===== src/core/cwrc_pkg.sv =====
// Constants for the clock watchdog and reset control block
package cwrc_pkg;

  // ----------------------------------------------------------------
  // Register map
  // ----------------------------------------------------------------
  localparam logic [7:0] CWRC_ADDR_IDENTITY = 8'h08;
  localparam logic [7:0] CWRC_ADDR_CONTROL = 8'h09;

  // ----------------------------------------------------------------
  // Control byte fields
  // ----------------------------------------------------------------
  localparam int CWRC_BIT_PCI_DRIVE = 6;
  localparam int CWRC_BIT_RST_TIMEOUT = 4;
  localparam int CWRC_BIT_RST_FREQ = 3;
  localparam int CWRC_BIT_TIMEOUT_FLAG = 2;
  localparam int CWRC_BIT_RUN = 1;
  localparam logic [7:0] CWRC_CONTROL_RESET = 8'h00;
  localparam logic [7:0] CWRC_READ_ZERO = 8'h00;

  // ----------------------------------------------------------------
  // Identity byte layout
  // ----------------------------------------------------------------
  localparam int CWRC_REV_LSB = 4;
  localparam int CWRC_CODE_WIDTH = 4;

  // ----------------------------------------------------------------
  // Timing
  // ----------------------------------------------------------------
  localparam int CWRC_CLK_MHZ = 40;
  localparam int CWRC_UNIT_SHORT_US = 150000;
  localparam int CWRC_UNIT_LONG_US = 2500000;
  localparam int CWRC_SHORT_CYCLES = CWRC_UNIT_SHORT_US * CWRC_CLK_MHZ;
  localparam int CWRC_LONG_CYCLES = CWRC_UNIT_LONG_US * CWRC_CLK_MHZ;
  localparam int CWRC_TICK_WIDTH = 27;
  localparam int CWRC_COUNT_WIDTH = 5;
  localparam int CWRC_RESET_PULSE_CYCLES = 16;

  // ----------------------------------------------------------------
  // Watchdog states, Gray coded along stop, wait, count, locked
  // ----------------------------------------------------------------
  typedef enum logic [1:0] {
    CWRC_WD_STOPPED = 2'h0,
    CWRC_WD_WAIT = 2'h1,
    CWRC_WD_COUNT = 2'h3,
    CWRC_WD_LOCKED = 2'h2
  } cwrc_wd_state_type;

endpackage : cwrc_pkg


===== src/core/cwrc_pulse.sv =====
// Fixed-length reset pulse generator
`timescale 1ns/1ps
module cwrc_pulse #(
  parameter int PULSE_CYCLES = 16
) (
  input wire logic clk_sys_in,
  input wire logic rst_n_in,
  input wire logic trigger_in,
  output logic pulse_out
);

  // ----------------------------------------------------------------
  // Parameter check
  // ----------------------------------------------------------------
  generate
    if (PULSE_CYCLES < 1 || PULSE_CYCLES > 255) begin : g_bad_len
      $error("cwrc_pulse: PULSE_CYCLES out of range");
    end
  endgenerate

  localparam logic [7:0] LAST = 8'(PULSE_CYCLES - 1);

  // ----------------------------------------------------------------
  // Counter
  // ----------------------------------------------------------------
  logic [7:0] left_q;
  logic [7:0] left_d;
  logic busy_q;
  logic busy_d;
  wire start = trigger_in & ~busy_q;
  wire done = busy_q & (left_q == 8'h00);

  // Triggers during a pulse merge into it, so pulses never overlap
  assign busy_d = start | (busy_q & ~done);
  assign left_d = start ? LAST : (busy_q ? left_q - 8'h01 : left_q);

  always_ff @(posedge clk_sys_in or negedge rst_n_in) begin
    if (!rst_n_in) begin
      busy_q <= 1'b0;
      left_q <= 8'h00;
    end else begin
      busy_q <= busy_d;
      left_q <= left_d;
    end
  end

  assign pulse_out = busy_q;

endmodule : cwrc_pulse


===== src/core/cwrc_top.sv =====
// Watchdog, recovery lock and system reset control
`timescale 1ns/1ps
module cwrc_top
  import cwrc_pkg::*;
#(
  parameter int SHORT_CYCLES = CWRC_SHORT_CYCLES,
  parameter int LONG_CYCLES = CWRC_LONG_CYCLES,
  parameter int PULSE_CYCLES = CWRC_RESET_PULSE_CYCLES,
  parameter logic [3:0] REV_CODE = 4'h3, // Arbitrary value
  parameter logic [3:0] MAKER_CODE = 4'h5 // Arbitrary value
) (
  input wire logic clk_sys_in,
  input wire logic rst_n_in,
  input wire logic [7:0] reg_addr_in,
  input wire logic reg_wr_in,
  input wire logic [7:0] reg_wdata_in,
  input wire logic reg_rd_in,
  output logic [7:0] reg_rdata_out,
  input wire logic [4:0] timeout_count_in,
  input wire logic prescale_long_in,
  input wire logic recovery_source_select_in,
  input wire logic freq_write_in,
  input wire logic freq_change_in,
  output logic freq_write_accept_out,
  output logic recovery_load_out,
  output logic recovery_use_nm_out,
  output logic recovery_mode_out,
  output logic pci_drive_boost_out,
  output logic sys_reset_out
);

  // ----------------------------------------------------------------
  // Parameter checks
  // ----------------------------------------------------------------
  localparam int TW = CWRC_TICK_WIDTH;
  generate
    if (SHORT_CYCLES < 1 || SHORT_CYCLES >= (1 << TW)) begin : g_bad_short
      $error("cwrc_top: SHORT_CYCLES out of range");
    end
    if (LONG_CYCLES < 1 || LONG_CYCLES >= (1 << TW)) begin : g_bad_long
      $error("cwrc_top: LONG_CYCLES out of range");
    end
  endgenerate

  localparam logic [TW-1:0] SHORT_LAST = TW'(SHORT_CYCLES - 1);
  localparam logic [TW-1:0] LONG_LAST = TW'(LONG_CYCLES - 1);
  localparam int CW = CWRC_COUNT_WIDTH;
  localparam logic [CW-1:0] COUNT_ONE = 5'h01;
  localparam logic [CW-1:0] COUNT_ZERO = 5'h00;
  localparam logic [TW-1:0] TICK_ZERO = '0;
  localparam logic [TW-1:0] TICK_ONE = TW'(1);

  // ----------------------------------------------------------------
  // Register decode
  // ----------------------------------------------------------------
  wire hit_identity = reg_addr_in == CWRC_ADDR_IDENTITY;
  wire hit_control = reg_addr_in == CWRC_ADDR_CONTROL;
  wire wr_control = reg_wr_in & hit_control;
  wire wr_run = reg_wdata_in[CWRC_BIT_RUN];
  wire wr_clear_flag = wr_control & reg_wdata_in[CWRC_BIT_TIMEOUT_FLAG];

  // ----------------------------------------------------------------
  // Control bits
  // ----------------------------------------------------------------
  logic pci_drive_q;
  logic pci_drive_d;
  logic rst_timeout_en_q;
  logic rst_timeout_en_d;
  logic rst_freq_en_q;
  logic rst_freq_en_d;
  logic run_q;
  logic run_d;
  logic flag_q;
  logic flag_d;

  // Reserved bits have no storage at all
  assign pci_drive_d = wr_control ? reg_wdata_in[CWRC_BIT_PCI_DRIVE] : pci_drive_q;
  assign rst_timeout_en_d = wr_control ? reg_wdata_in[CWRC_BIT_RST_TIMEOUT] : rst_timeout_en_q;
  assign rst_freq_en_d = wr_control ? reg_wdata_in[CWRC_BIT_RST_FREQ] : rst_freq_en_q;
  assign run_d = wr_control ? wr_run : run_q;

  always_ff @(posedge clk_sys_in or negedge rst_n_in) begin
    if (!rst_n_in) begin
      pci_drive_q <= CWRC_CONTROL_RESET[CWRC_BIT_PCI_DRIVE];
      rst_timeout_en_q <= CWRC_CONTROL_RESET[CWRC_BIT_RST_TIMEOUT];
      rst_freq_en_q <= CWRC_CONTROL_RESET[CWRC_BIT_RST_FREQ];
      run_q <= CWRC_CONTROL_RESET[CWRC_BIT_RUN];
      flag_q <= CWRC_CONTROL_RESET[CWRC_BIT_TIMEOUT_FLAG];
    end else begin
      pci_drive_q <= pci_drive_d;
      rst_timeout_en_q <= rst_timeout_en_d;
      rst_freq_en_q <= rst_freq_en_d;
      run_q <= run_d;
      flag_q <= flag_d;
    end
  end

  // ----------------------------------------------------------------
  // Watchdog state machine
  // ----------------------------------------------------------------
  cwrc_wd_state_type state_q;
  cwrc_wd_state_type state_d;
  logic [TW-1:0] tick_q;
  logic [TW-1:0] tick_d;
  logic [CW-1:0] count_q;
  logic [CW-1:0] count_d;
  logic expire;

  wire run_next = run_d;
  wire unit_done = tick_q == TICK_ZERO;
  wire [TW-1:0] unit_last = prescale_long_in ? LONG_LAST : SHORT_LAST;
  wire last_unit = (count_q == COUNT_ONE) | (count_q == COUNT_ZERO);

  // Expiry wins over a same-cycle clear of the flag
  assign flag_d = expire | (flag_q & ~wr_clear_flag);

  always_comb begin
    state_d = state_q;
    expire = 1'b0;
    case (state_q)
      CWRC_WD_STOPPED: begin
        if (run_next) begin
          state_d = CWRC_WD_WAIT;
        end
      end
      CWRC_WD_WAIT: begin
        if (!run_next) begin
          state_d = CWRC_WD_STOPPED;
        end else if (freq_change_in) begin
          state_d = CWRC_WD_COUNT;
        end
      end
      CWRC_WD_COUNT: begin
        if (!run_next) begin
          state_d = CWRC_WD_STOPPED;
        end else if (unit_done && last_unit) begin
          expire = 1'b1;
          state_d = CWRC_WD_LOCKED;
        end
      end
      CWRC_WD_LOCKED: begin
        // Only a cleared run bit unlocks; a stray change cannot
        if (!run_next) begin
          state_d = CWRC_WD_STOPPED;
        end
      end
      default: begin
        state_d = CWRC_WD_STOPPED;
      end
    endcase
  end

  // Counter and prescaler sit at reload outside the counting state
  always_comb begin
    tick_d = unit_last;
    count_d = timeout_count_in;
    if (state_q == CWRC_WD_COUNT && state_d == CWRC_WD_COUNT) begin
      if (unit_done) begin
        tick_d = unit_last;
        count_d = count_q - COUNT_ONE;
      end else begin
        tick_d = tick_q - TICK_ONE;
        count_d = count_q;
      end
    end
  end

  always_ff @(posedge clk_sys_in or negedge rst_n_in) begin
    if (!rst_n_in) begin
      state_q <= CWRC_WD_STOPPED;
      tick_q <= TICK_ZERO;
      count_q <= COUNT_ZERO;
    end else begin
      state_q <= state_d;
      tick_q <= tick_d;
      count_q <= count_d;
    end
  end

  // ----------------------------------------------------------------
  // Recovery load and lock
  // ----------------------------------------------------------------
  logic load_q;
  logic use_nm_q;
  logic use_nm_d;

  wire locked = state_q == CWRC_WD_LOCKED;
  // Source is caught at expiry so later writes cannot change it mid-load
  assign use_nm_d = expire ? recovery_source_select_in : use_nm_q;

  always_ff @(posedge clk_sys_in or negedge rst_n_in) begin
    if (!rst_n_in) begin
      load_q <= 1'b0;
      use_nm_q <= 1'b0;
    end else begin
      load_q <= expire;
      use_nm_q <= use_nm_d;
    end
  end

  assign recovery_load_out = load_q;
  assign recovery_use_nm_out = use_nm_q;
  assign recovery_mode_out = locked;
  assign freq_write_accept_out = freq_write_in & ~locked;

  // ----------------------------------------------------------------
  // System reset
  // ----------------------------------------------------------------
  wire rst_by_timeout = expire & rst_timeout_en_q;
  wire rst_by_change = freq_change_in & rst_freq_en_q;
  wire rst_trigger = rst_by_timeout | rst_by_change;

  cwrc_pulse #(
    .PULSE_CYCLES(PULSE_CYCLES)
  ) u_pulse (
    .clk_sys_in(clk_sys_in),
    .rst_n_in(rst_n_in),
    .trigger_in(rst_trigger),
    .pulse_out(sys_reset_out)
  );

  // ----------------------------------------------------------------
  // Read path
  // ----------------------------------------------------------------
  logic [7:0] rdata_q;
  logic [7:0] rdata_d;
  logic [7:0] control_view;
  logic [7:0] identity_view;

  always_comb begin
    control_view = CWRC_READ_ZERO;
    control_view[CWRC_BIT_PCI_DRIVE] = pci_drive_q;
    control_view[CWRC_BIT_RST_TIMEOUT] = rst_timeout_en_q;
    control_view[CWRC_BIT_RST_FREQ] = rst_freq_en_q;
    control_view[CWRC_BIT_TIMEOUT_FLAG] = flag_q;
    control_view[CWRC_BIT_RUN] = run_q;
  end

  // Identity is constant, so host writes to it have nothing to change
  always_comb begin
    identity_view = CWRC_READ_ZERO;
    identity_view[CWRC_REV_LSB +: CWRC_CODE_WIDTH] = REV_CODE;
    identity_view[0 +: CWRC_CODE_WIDTH] = MAKER_CODE;
  end

  wire [7:0] read_mux = hit_identity ? identity_view :
                        (hit_control ? control_view : CWRC_READ_ZERO);
  assign rdata_d = reg_rd_in ? read_mux : rdata_q;

  always_ff @(posedge clk_sys_in or negedge rst_n_in) begin
    if (!rst_n_in) begin
      rdata_q <= CWRC_READ_ZERO;
    end else begin
      rdata_q <= rdata_d;
    end
  end

  assign reg_rdata_out = rdata_q;
  assign pci_drive_boost_out = pci_drive_q;

endmodule : cwrc_top


===== config.mk =====
export PLATFORM = sky130hd
export DESIGN_NAME = cwrc_top
export DESIGN_NICKNAME = d
export VERILOG_FILES = /design/src/core/cwrc_pkg.sv /design/src/core/cwrc_pulse.sv /design/src/core/cwrc_top.sv
export SDC_FILE = /design/constraint.sdc
export NUM_CORES = 1
export LEC_CHECK = 0
export ABC_AREA = 1
export ABC_CLOCK_PERIOD_IN_PS = 3450
export BUFFER_PORTS_ARGS = -buffer_cell sky130_fd_sc_hd__buf_2
export CELL_PAD_IN_SITES_DETAIL_PLACEMENT = 1
export CELL_PAD_IN_SITES_GLOBAL_PLACEMENT = 1
export CORE_MARGIN = 3
export CORE_UTILIZATION = 46
export DETAILED_ROUTE_END_ITERATION = 6
export MAX_ROUTING_LAYER = met4
export PLACE_DENSITY_LB_ADDON = 0.1
export SETUP_SLACK_MARGIN = 0.1
export SKIP_LAST_GASP = 1
export SLEW_MARGIN = 20
export SYNTH_ARGS = -nofsm -noshare
export SYNTH_HDL_FRONTEND = slang
export SYNTH_SLANG_ARGS = --single-unit

===== constraint.sdc =====
create_clock -name clk_sys_in -period 3.45 [get_ports clk_sys_in]
set_input_delay 0.1725 -clock clk_sys_in [delete_from_list [all_inputs] [get_ports clk_sys_in]]
set_output_delay 0.1725 -clock clk_sys_in [all_outputs]
set_load 0.1 [all_outputs]

==> results.sh, run 1 <==
export IMPL_fmax_ghz=0.5306
export IMPL_power_density_nw_per_um2=612.2
export IMPL_drc=0
export IMPL_wl_met2_um=3820
export IMPL_totalWireLength_um=7292
export IMPL_die_h_um=89.55
export IMPL_max_cap_violations=0
export IMPL_routed_top_layer="met4"
export IMPL_cts_path_max_buffers=2
export IMPL_antenna_found_initial=0
export IMPL_grtUsageTotal_pct=21.08
export IMPL_seqPwrFrac_pct=41.8
export IMPL_worstMarginPinSlew_ps=677.7
export IMPL_p_comb_share_pct=40.4
export IMPL_synthesis_area_um2=3211
export IMPL_start_util_pct=48.89
export IMPL_clk_pin_slew_ps=110
export IMPL_outcome="finished, final reports clean"
export IMPL_crit_slowest_cell="dfrtp_1"
export IMPL_grt_pass1_vias=2820
export IMPL_drv_slew=0
export IMPL_p_switching_w=0.0009559
export IMPL_wl_met1_um=3200
export IMPL_grt_max_degree=31
export IMPL_cp_cell_sequence="inv_2, ha_1, nand2_2, nor2_8, nand3_4, clkinv_4, nand2_4, nand2_8, nand2_4, inv_2, nor2_1"
export IMPL_ant_nets=0
export IMPL_htree_levels=2
export IMPL_ys_types=43
export IMPL_cts_inserted_buffers=5
export IMPL_die_area_um2=8018
export IMPL_clock_root_buffer="clkbuf_8"
export IMPL_numPortBuffers=38
export IMPL_slew_headroom_pct=54.82
export IMPL_swShare_pct=43.48
export IMPL_synth_seq_cells=56
export IMPL_hold_violations=0
export IMPL_drt_initial_drc_count=97
export IMPL_end_kind="register"
export IMPL_grt_pass1_wl_um=12710
export IMPL_final_nets=471
export IMPL_yosysSeqAreaShare_pct=43.65
export IMPL_route_met3_wl_um=164
export IMPL_cp_max_fo=18
export IMPL_first_pass_iters=4
export IMPL_yosysWarnings=0
export IMPL_critical_path_max_stage_delay_ps=400
export IMPL_power_internal_w=0.001243
export IMPL_dieWidth_um=89.55
export IMPL_avgViaCountPerCell=4.953
export IMPL_design_core_area_um2=6568
export IMPL_skew_ps=8.791
export IMPL_finalCoreUtilization_pct=54.68
export IMPL_cts_setup_buffers=0
export IMPL_path_class="reg2reg"
export IMPL_pwr_share_clk_pct=17.8
export IMPL_synth_cells=393
export IMPL_setup_viol=0
export IMPL_layout_drive_gt1_share_pct=20.59
export IMPL_place_gp_congestion=0.8408
export IMPL_rsz0062_at_grt="false"
export IMPL_cts_resized=0
export IMPL_antenna_cells=0
export IMPL_hpwl_um=5687
export IMPL_total_power_w=0.002198
export IMPL_io_pins=43
export IMPL_syn2layout_area_growth_pct=11.85
export IMPL_rows=29
export IMPL_power_leakage_nw=1.877
export IMPL_clk_latency_ps=320
export IMPL_ctsHoldBuffers=1
export IMPL_cp_required_ps=3670
export IMPL_peakVddDrop_mv=0.3187
export IMPL_tritoncts_num_sinks=56
export IMPL_cp_top_family="simple AND/OR/NAND/NOR gates"
export IMPL_path_buf_inv=3
export IMPL_grt_ovfl_total=0
export IMPL_syn_nets=428
export IMPL_cts_tree="built"
export IMPL_start_kind="register"
export IMPL_period_share_pct=54.62
export IMPL_avgSynthCellArea_um2=8.169
export IMPL_setup_tns_ps=0
export IMPL_cp_arrival_ps=2100
export IMPL_min_path_type="in2reg"
export IMPL_routed_via_count=2625
export IMPL_wire_per_inst_um=13.76
export IMPL_period_needed_ps=1885
==> final timing paths <==
check                                     from                               to  slack, ps  cells after the start
max in group asynchronous             rst_n_in              tick_q[6]$_DFF_PN0_       2210                      3
max                        tick_q[0]$_DFF_PN0_             tick_q[17]$_DFF_PN0_       1570                     11
min reg2reg                tick_q[0]$_DFF_PN0_              tick_q[0]$_DFF_PN0_        460                      1
min                            reg_wdata_in[6]  pci_drive_boost_out$_DFFE_PN0N_         50                      3
max reg2reg                tick_q[0]$_DFF_PN0_             tick_q[17]$_DFF_PN0_       1570                     11
min in group asynchronous             rst_n_in     reg_rdata_out[1]$_DFFE_PN0P_        410                      2
==> power groups by stage <==
stage,combinational [W],clock [W],sequential [W]
global placement,0.000859,0,0.000922
finish,0.000889,0.000391,0.000918
CTS,0.000902,0.000401,0.000918
detailed placement,0.000895,0,0.000931
floorplan,0.000715,0,0.000927
global route,0.00100,0.000428,0.000939
==> registers in the layout (all words and copies together), names as in the netlist <==
name                 count
recovery_load_out        1
u_pulse.left_q           8
state_q                  2
flag_q                   1
u_pulse.pulse_out        1
recovery_use_nm_out      1
tick_q                  27
reg_rdata_out            6
run_q                    1
rst_freq_en_q            1
rst_timeout_en_q         1
pci_drive_boost_out      1
count_q                  5
==> layout make-up <==
cell class / count / area [um2]
multi-input combinational: 271 / 1525
clock buffer: 6 / 82.58
timing repair buffer: 40 / 207.7
sequential: 56 / 1401
fill: 822 / 2977
clock inverter: 2 / 15.01
tap: 93 / 116.4
inverter: 62 / 242.7
==> cell usage in the layout (no fill, tap or decap), types with 2 or more instances in the layout <==
cell type,count
nor2_8,2
ha_1,6
inv_1,56
o21ai_1,7
nor2_1,51
nand2_2,7
xnor2_1,4
nand2_1,88
buf_2,38
o21ai_0,17
nor4_1,3
nand3_2,2
clkinvlp_4,2
nor3_1,3
inv_2,4
a31oi_4,2
xor2_1,12
a21oi_1,9
nand4_1,7
a21boi_1,2
nand2_4,5
nand3_1,17
clkbuf_8,6
nor2_2,9
a21oi_2,3
dfrtp_1,56
==> tightest hold or removal path: stages <==
cell     delay, ps
buf_2           70
nand2_1         40
o21ai_0         60
==> cell families after synthesis <==
logic type	after synthesis	synth area share (%)
and+or+nand+nor	204	32.00
buffers and inverters	66	8.846
AOI/OAI and AO/OA	44	8.691
DFF	56	43.65
other	1	0.1168
xor gates and xnor gates	16	4.365
adders and majority gates	6	2.338
==> routing by layer <==
metal	vias up	GRT usage (%)
met1	1272	23.72
met5	-	-
met4	0	5.683
met3	13	3.502
met2	26	38.30
li1	1314	-
==> cell usage after synthesis, drive strengths merged <==
| master | count | area share (%) |
|---|---|---|
| a21boi | 2 | 0.47 |
| a21oi | 12 | 2.2 |
| a31oi | 3 | 1.5 |
| a41oi | 1 | 0.27 |
| and2 | 1 | 0.27 |
| buf | 4 | 1.3 |
| clkinv | 1 | 0.27 |
| conb | 1 | 0.12 |
| dfrtp | 56 | 44 |
| ha | 6 | 2.3 |
| inv | 61 | 7.3 |
| nand2 | 101 | 14 |
| nand3 | 20 | 3.8 |
| nand3b | 2 | 0.86 |
| nand4 | 7 | 1.4 |
| nor2 | 63 | 9.3 |
| nor3 | 5 | 1.3 |
| nor4 | 3 | 0.58 |
| nor4b | 1 | 0.27 |
| o211ai | 1 | 0.23 |
| o21ai | 24 | 3.7 |
| o31ai | 1 | 0.23 |
| or2 | 1 | 0.19 |
| xnor2 | 4 | 1.1 |
| xor2 | 12 | 3.3 |
==> stage by stage <==
| stage | hold WS (ps) | setup WS, ps | std cells | area, um2 |
|---|---|---|---|---|
| detailed placement | 248.2 | 1567 | 521 | 3483 |
| global placement | 257.9 | 1584 | 521 | 3483 |
| finish | 54.17 | 1565 | 530 | 3591 |
| CTS | 51.36 | 1527 | 530 | 3591 |
| floorplan | -123.1 | 608.4 | 393 | 3211 |
| global route | 47.03 | 1362 | 530 | 3591 |
Note: power is estimated with default switching activity, not from simulation.
==> run 2: changes to the inputs <==
--- a/config.mk
+++ b/config.mk
@@ -6,12 +6,12 @@
 export NUM_CORES = 1
 export LEC_CHECK = 0
 export ABC_AREA = 1
-export ABC_CLOCK_PERIOD_IN_PS = 3450
+export ABC_CLOCK_PERIOD_IN_PS = 1700
 export BUFFER_PORTS_ARGS = -buffer_cell sky130_fd_sc_hd__buf_2
 export CELL_PAD_IN_SITES_DETAIL_PLACEMENT = 1
 export CELL_PAD_IN_SITES_GLOBAL_PLACEMENT = 1
 export CORE_MARGIN = 3
-export CORE_UTILIZATION = 46
+export CORE_UTILIZATION = 39
 export DETAILED_ROUTE_END_ITERATION = 6
 export MAX_ROUTING_LAYER = met4
 export PLACE_DENSITY_LB_ADDON = 0.1
==> constraint.sdc (replaced) <==
create_clock -name clk_sys_in -period 1.7 [get_ports clk_sys_in]
set_input_delay 0.085 -clock clk_sys_in [delete_from_list [all_inputs] [get_ports clk_sys_in]]
set_output_delay 0.085 -clock clk_sys_in [all_outputs]
set_load 0.1 [all_outputs]
==> results.sh, run 2 (synthesis results as in run 1) <==
export IMPL_io_pins=43
export IMPL_r2r_start="count_q[0]$_DFFE_PN0P_"
export IMPL_grt_max_degree=57
export IMPL_end_kind="register"
export IMPL_antenna_found_initial=0
export IMPL_place_gp_congestion=0.7709
export IMPL_fmax_ghz=0.5907
export IMPL_peakVddDrop_mv=0.5643
export IMPL_worstHoldStart="reg_wdata_in[2]"
export IMPL_max_cap_violations=0
export IMPL_rsz0062_at_grt="true"
export IMPL_die_h_um=96.73
export IMPL_rows=32
export IMPL_drc=0
export IMPL_htree_levels=2
export IMPL_regMostFlops="tick_q"
export IMPL_finalCoreUtilization_pct=53.71
export IMPL_setup_viol=0
export IMPL_worst_slack_ps=7.150
export IMPL_layout_common_cells="nand2_1 (79), dfrtp_1 (55), inv_1 (52)"
export IMPL_die_area_um2=9357
export IMPL_final_nets=514
export IMPL_ff2ff_setup_slack_ps=7
export IMPL_hold_violations=0
export IMPL_routed_via_count=2810
export IMPL_antenna_cells=0
export IMPL_power_density_nw_per_um2=1226
export IMPL_path_class="reg2reg"
export IMPL_grtUsageTotal_pct=18.85
export IMPL_grt_pass1_vias=2971
export IMPL_hpwl_um=6071
export IMPL_cts_path_max_buffers=2
export IMPL_holdWs_ps=41.21
export IMPL_dp_worst_setup_slack_ps=-17.70
export IMPL_largest_reg_flops=27
export IMPL_clk_pin_slew_ps=100
export IMPL_clk_latency_ps=310
export IMPL_first_pass_iters=4
export IMPL_avgViaCountPerCell=4.828
export IMPL_period_share_pct=99.58
export IMPL_clock_root_buffer="clkbuf_8"
export IMPL_design_core_area_um2=7848
export IMPL_syn2layout_area_growth_pct=31.29
export IMPL_drt_initial_drc_count=21
export IMPL_wire_per_inst_um=14.58
export IMPL_r2r_end="count_q[0]$_DFFE_PN0P_"
export IMPL_min_path_type="in2reg"
export IMPL_cts_tree="built"
export IMPL_cts_inserted_buffers=5
export IMPL_stdcell_count=582
export IMPL_cp_required_ps=1910
export IMPL_cp_max_fo=9
export IMPL_skew_ps=5.413
export IMPL_power_leakage_nw=2.160
export IMPL_cp_arrival_ps=1900
export IMPL_start_kind="register"
export IMPL_tritoncts_num_sinks=56
export IMPL_grt_ovfl_total=0
export IMPL_total_power_w=0.005166
export IMPL_period_needed_ps=1693
export IMPL_ant_nets=0
export IMPL_drv_slew=0
export IMPL_outcome="finished, final reports clean"
export IMPL_dieWidth_um=96.73
export IMPL_holdPathEnd="flag_q$_DFF_PN0_"
export IMPL_dp_cells=554
export IMPL_reg2reg_depth=8
export IMPL_worstHoldPathCells=4
export IMPL_totalWireLength_um=8488
export IMPL_layout_drive_gt1_share_pct=35.00
export IMPL_numPortBuffers=38
export IMPL_start_util_pct=40.91
export IMPL_final_common_cell="nand2_1"
export IMPL_grt_pass1_wl_um=14170
==> run 2: changes by cell type in the layout (fill, tap and decap cells not counted), moves of 5 or more <==
cell     delta
buf_4      +32
nor2_1     -13
nand2_1     -9
nor2_2      +8
o21ai_0     -7
nand2_2     +6
nor2_4      +5
==> run 2: what timing repair did <==
| action | CTS | global route |
|---|---|---|
| hold buffers | 5 | 0 |
| pin swaps | 11 | 21 |
| buffers inserted | 7 | 7 |
| gates cloned | 0 | 1 |
| resized for setup | 25 | 44 |
| setup endpoints to repair | 34 | 40 |
| endpoints found under the hold margin | 60 | 0 |
==> run 2: where the power goes <==
part	total, W	internal (W)	switching [W]
sequential	0.00183	0.00162	0.000210
combinational	0.00256	0.000977	0.00159
clock	0.000777	0.000335	0.000442
total	0.00517	0.00293	0.00224
==> run 2: layer usage <==
| metal | wire (um) | GRT usage, % | vias to the layer above |
|---|---|---|---|
| li1 | - | - | 1400 |
| met1 | 3664 | 22.52 | 1375 |
| met2 | 4563 | 33.60 | 25 |
| met3 | 142 | 2.596 | 10 |
| met4 | 117 | 4.536 | 0 |
| met5 | 0 | - | - |
==> run 2: worst max path at each step <==
stage                                       from                       endpoint  slack, ps  cells after the start
after floorplan              tick_q[0]$_DFF_PN0_           tick_q[18]$_DFF_PN0_        120                     12
after global placement       tick_q[0]$_DFF_PN0_           tick_q[21]$_DFF_PN0_         40                     10
after detailed placement  count_q[1]$_DFFE_PN0P_         count_q[4]$_DFFE_PN0P_        -20                      7
after CTS                 count_q[0]$_DFFE_PN0P_         count_q[0]$_DFFE_PN0P_         -3                      9
after global routing        tick_q[19]$_DFF_PN0_  u_pulse.left_q[4]$_DFFE_PN0P_       -150                     10
final                     count_q[0]$_DFFE_PN0P_         count_q[0]$_DFFE_PN0P_          7                      8
==> run 2: critical path: stages (launching register included) <==
cell and delay [ps]:
dfrtp_1 420, ha_1 220, o211ai_1 330, nand3b_4 260, nand2_8 100, nand2_1 80
o21ai_0 70, nand2_1 60, nand2_1 50
==> run 2: area by class of cell <==
type	instances	area (um2)
flip-flops and latches	56	1403
fillers	979	3632
multi-input cells	272	1763
repair buffers	82	576.8
clock buffers	8	90.09
well taps	102	127.6
inverters	62	255.2
==> run 2: through the flow <==
step	TNS, ps	area (um2)
global route	-2022	4215
global placement	0	3714
floorplan	0	3224
detailed placement	-45.08	3714
CTS	-4.955	4000
finish	0	4215
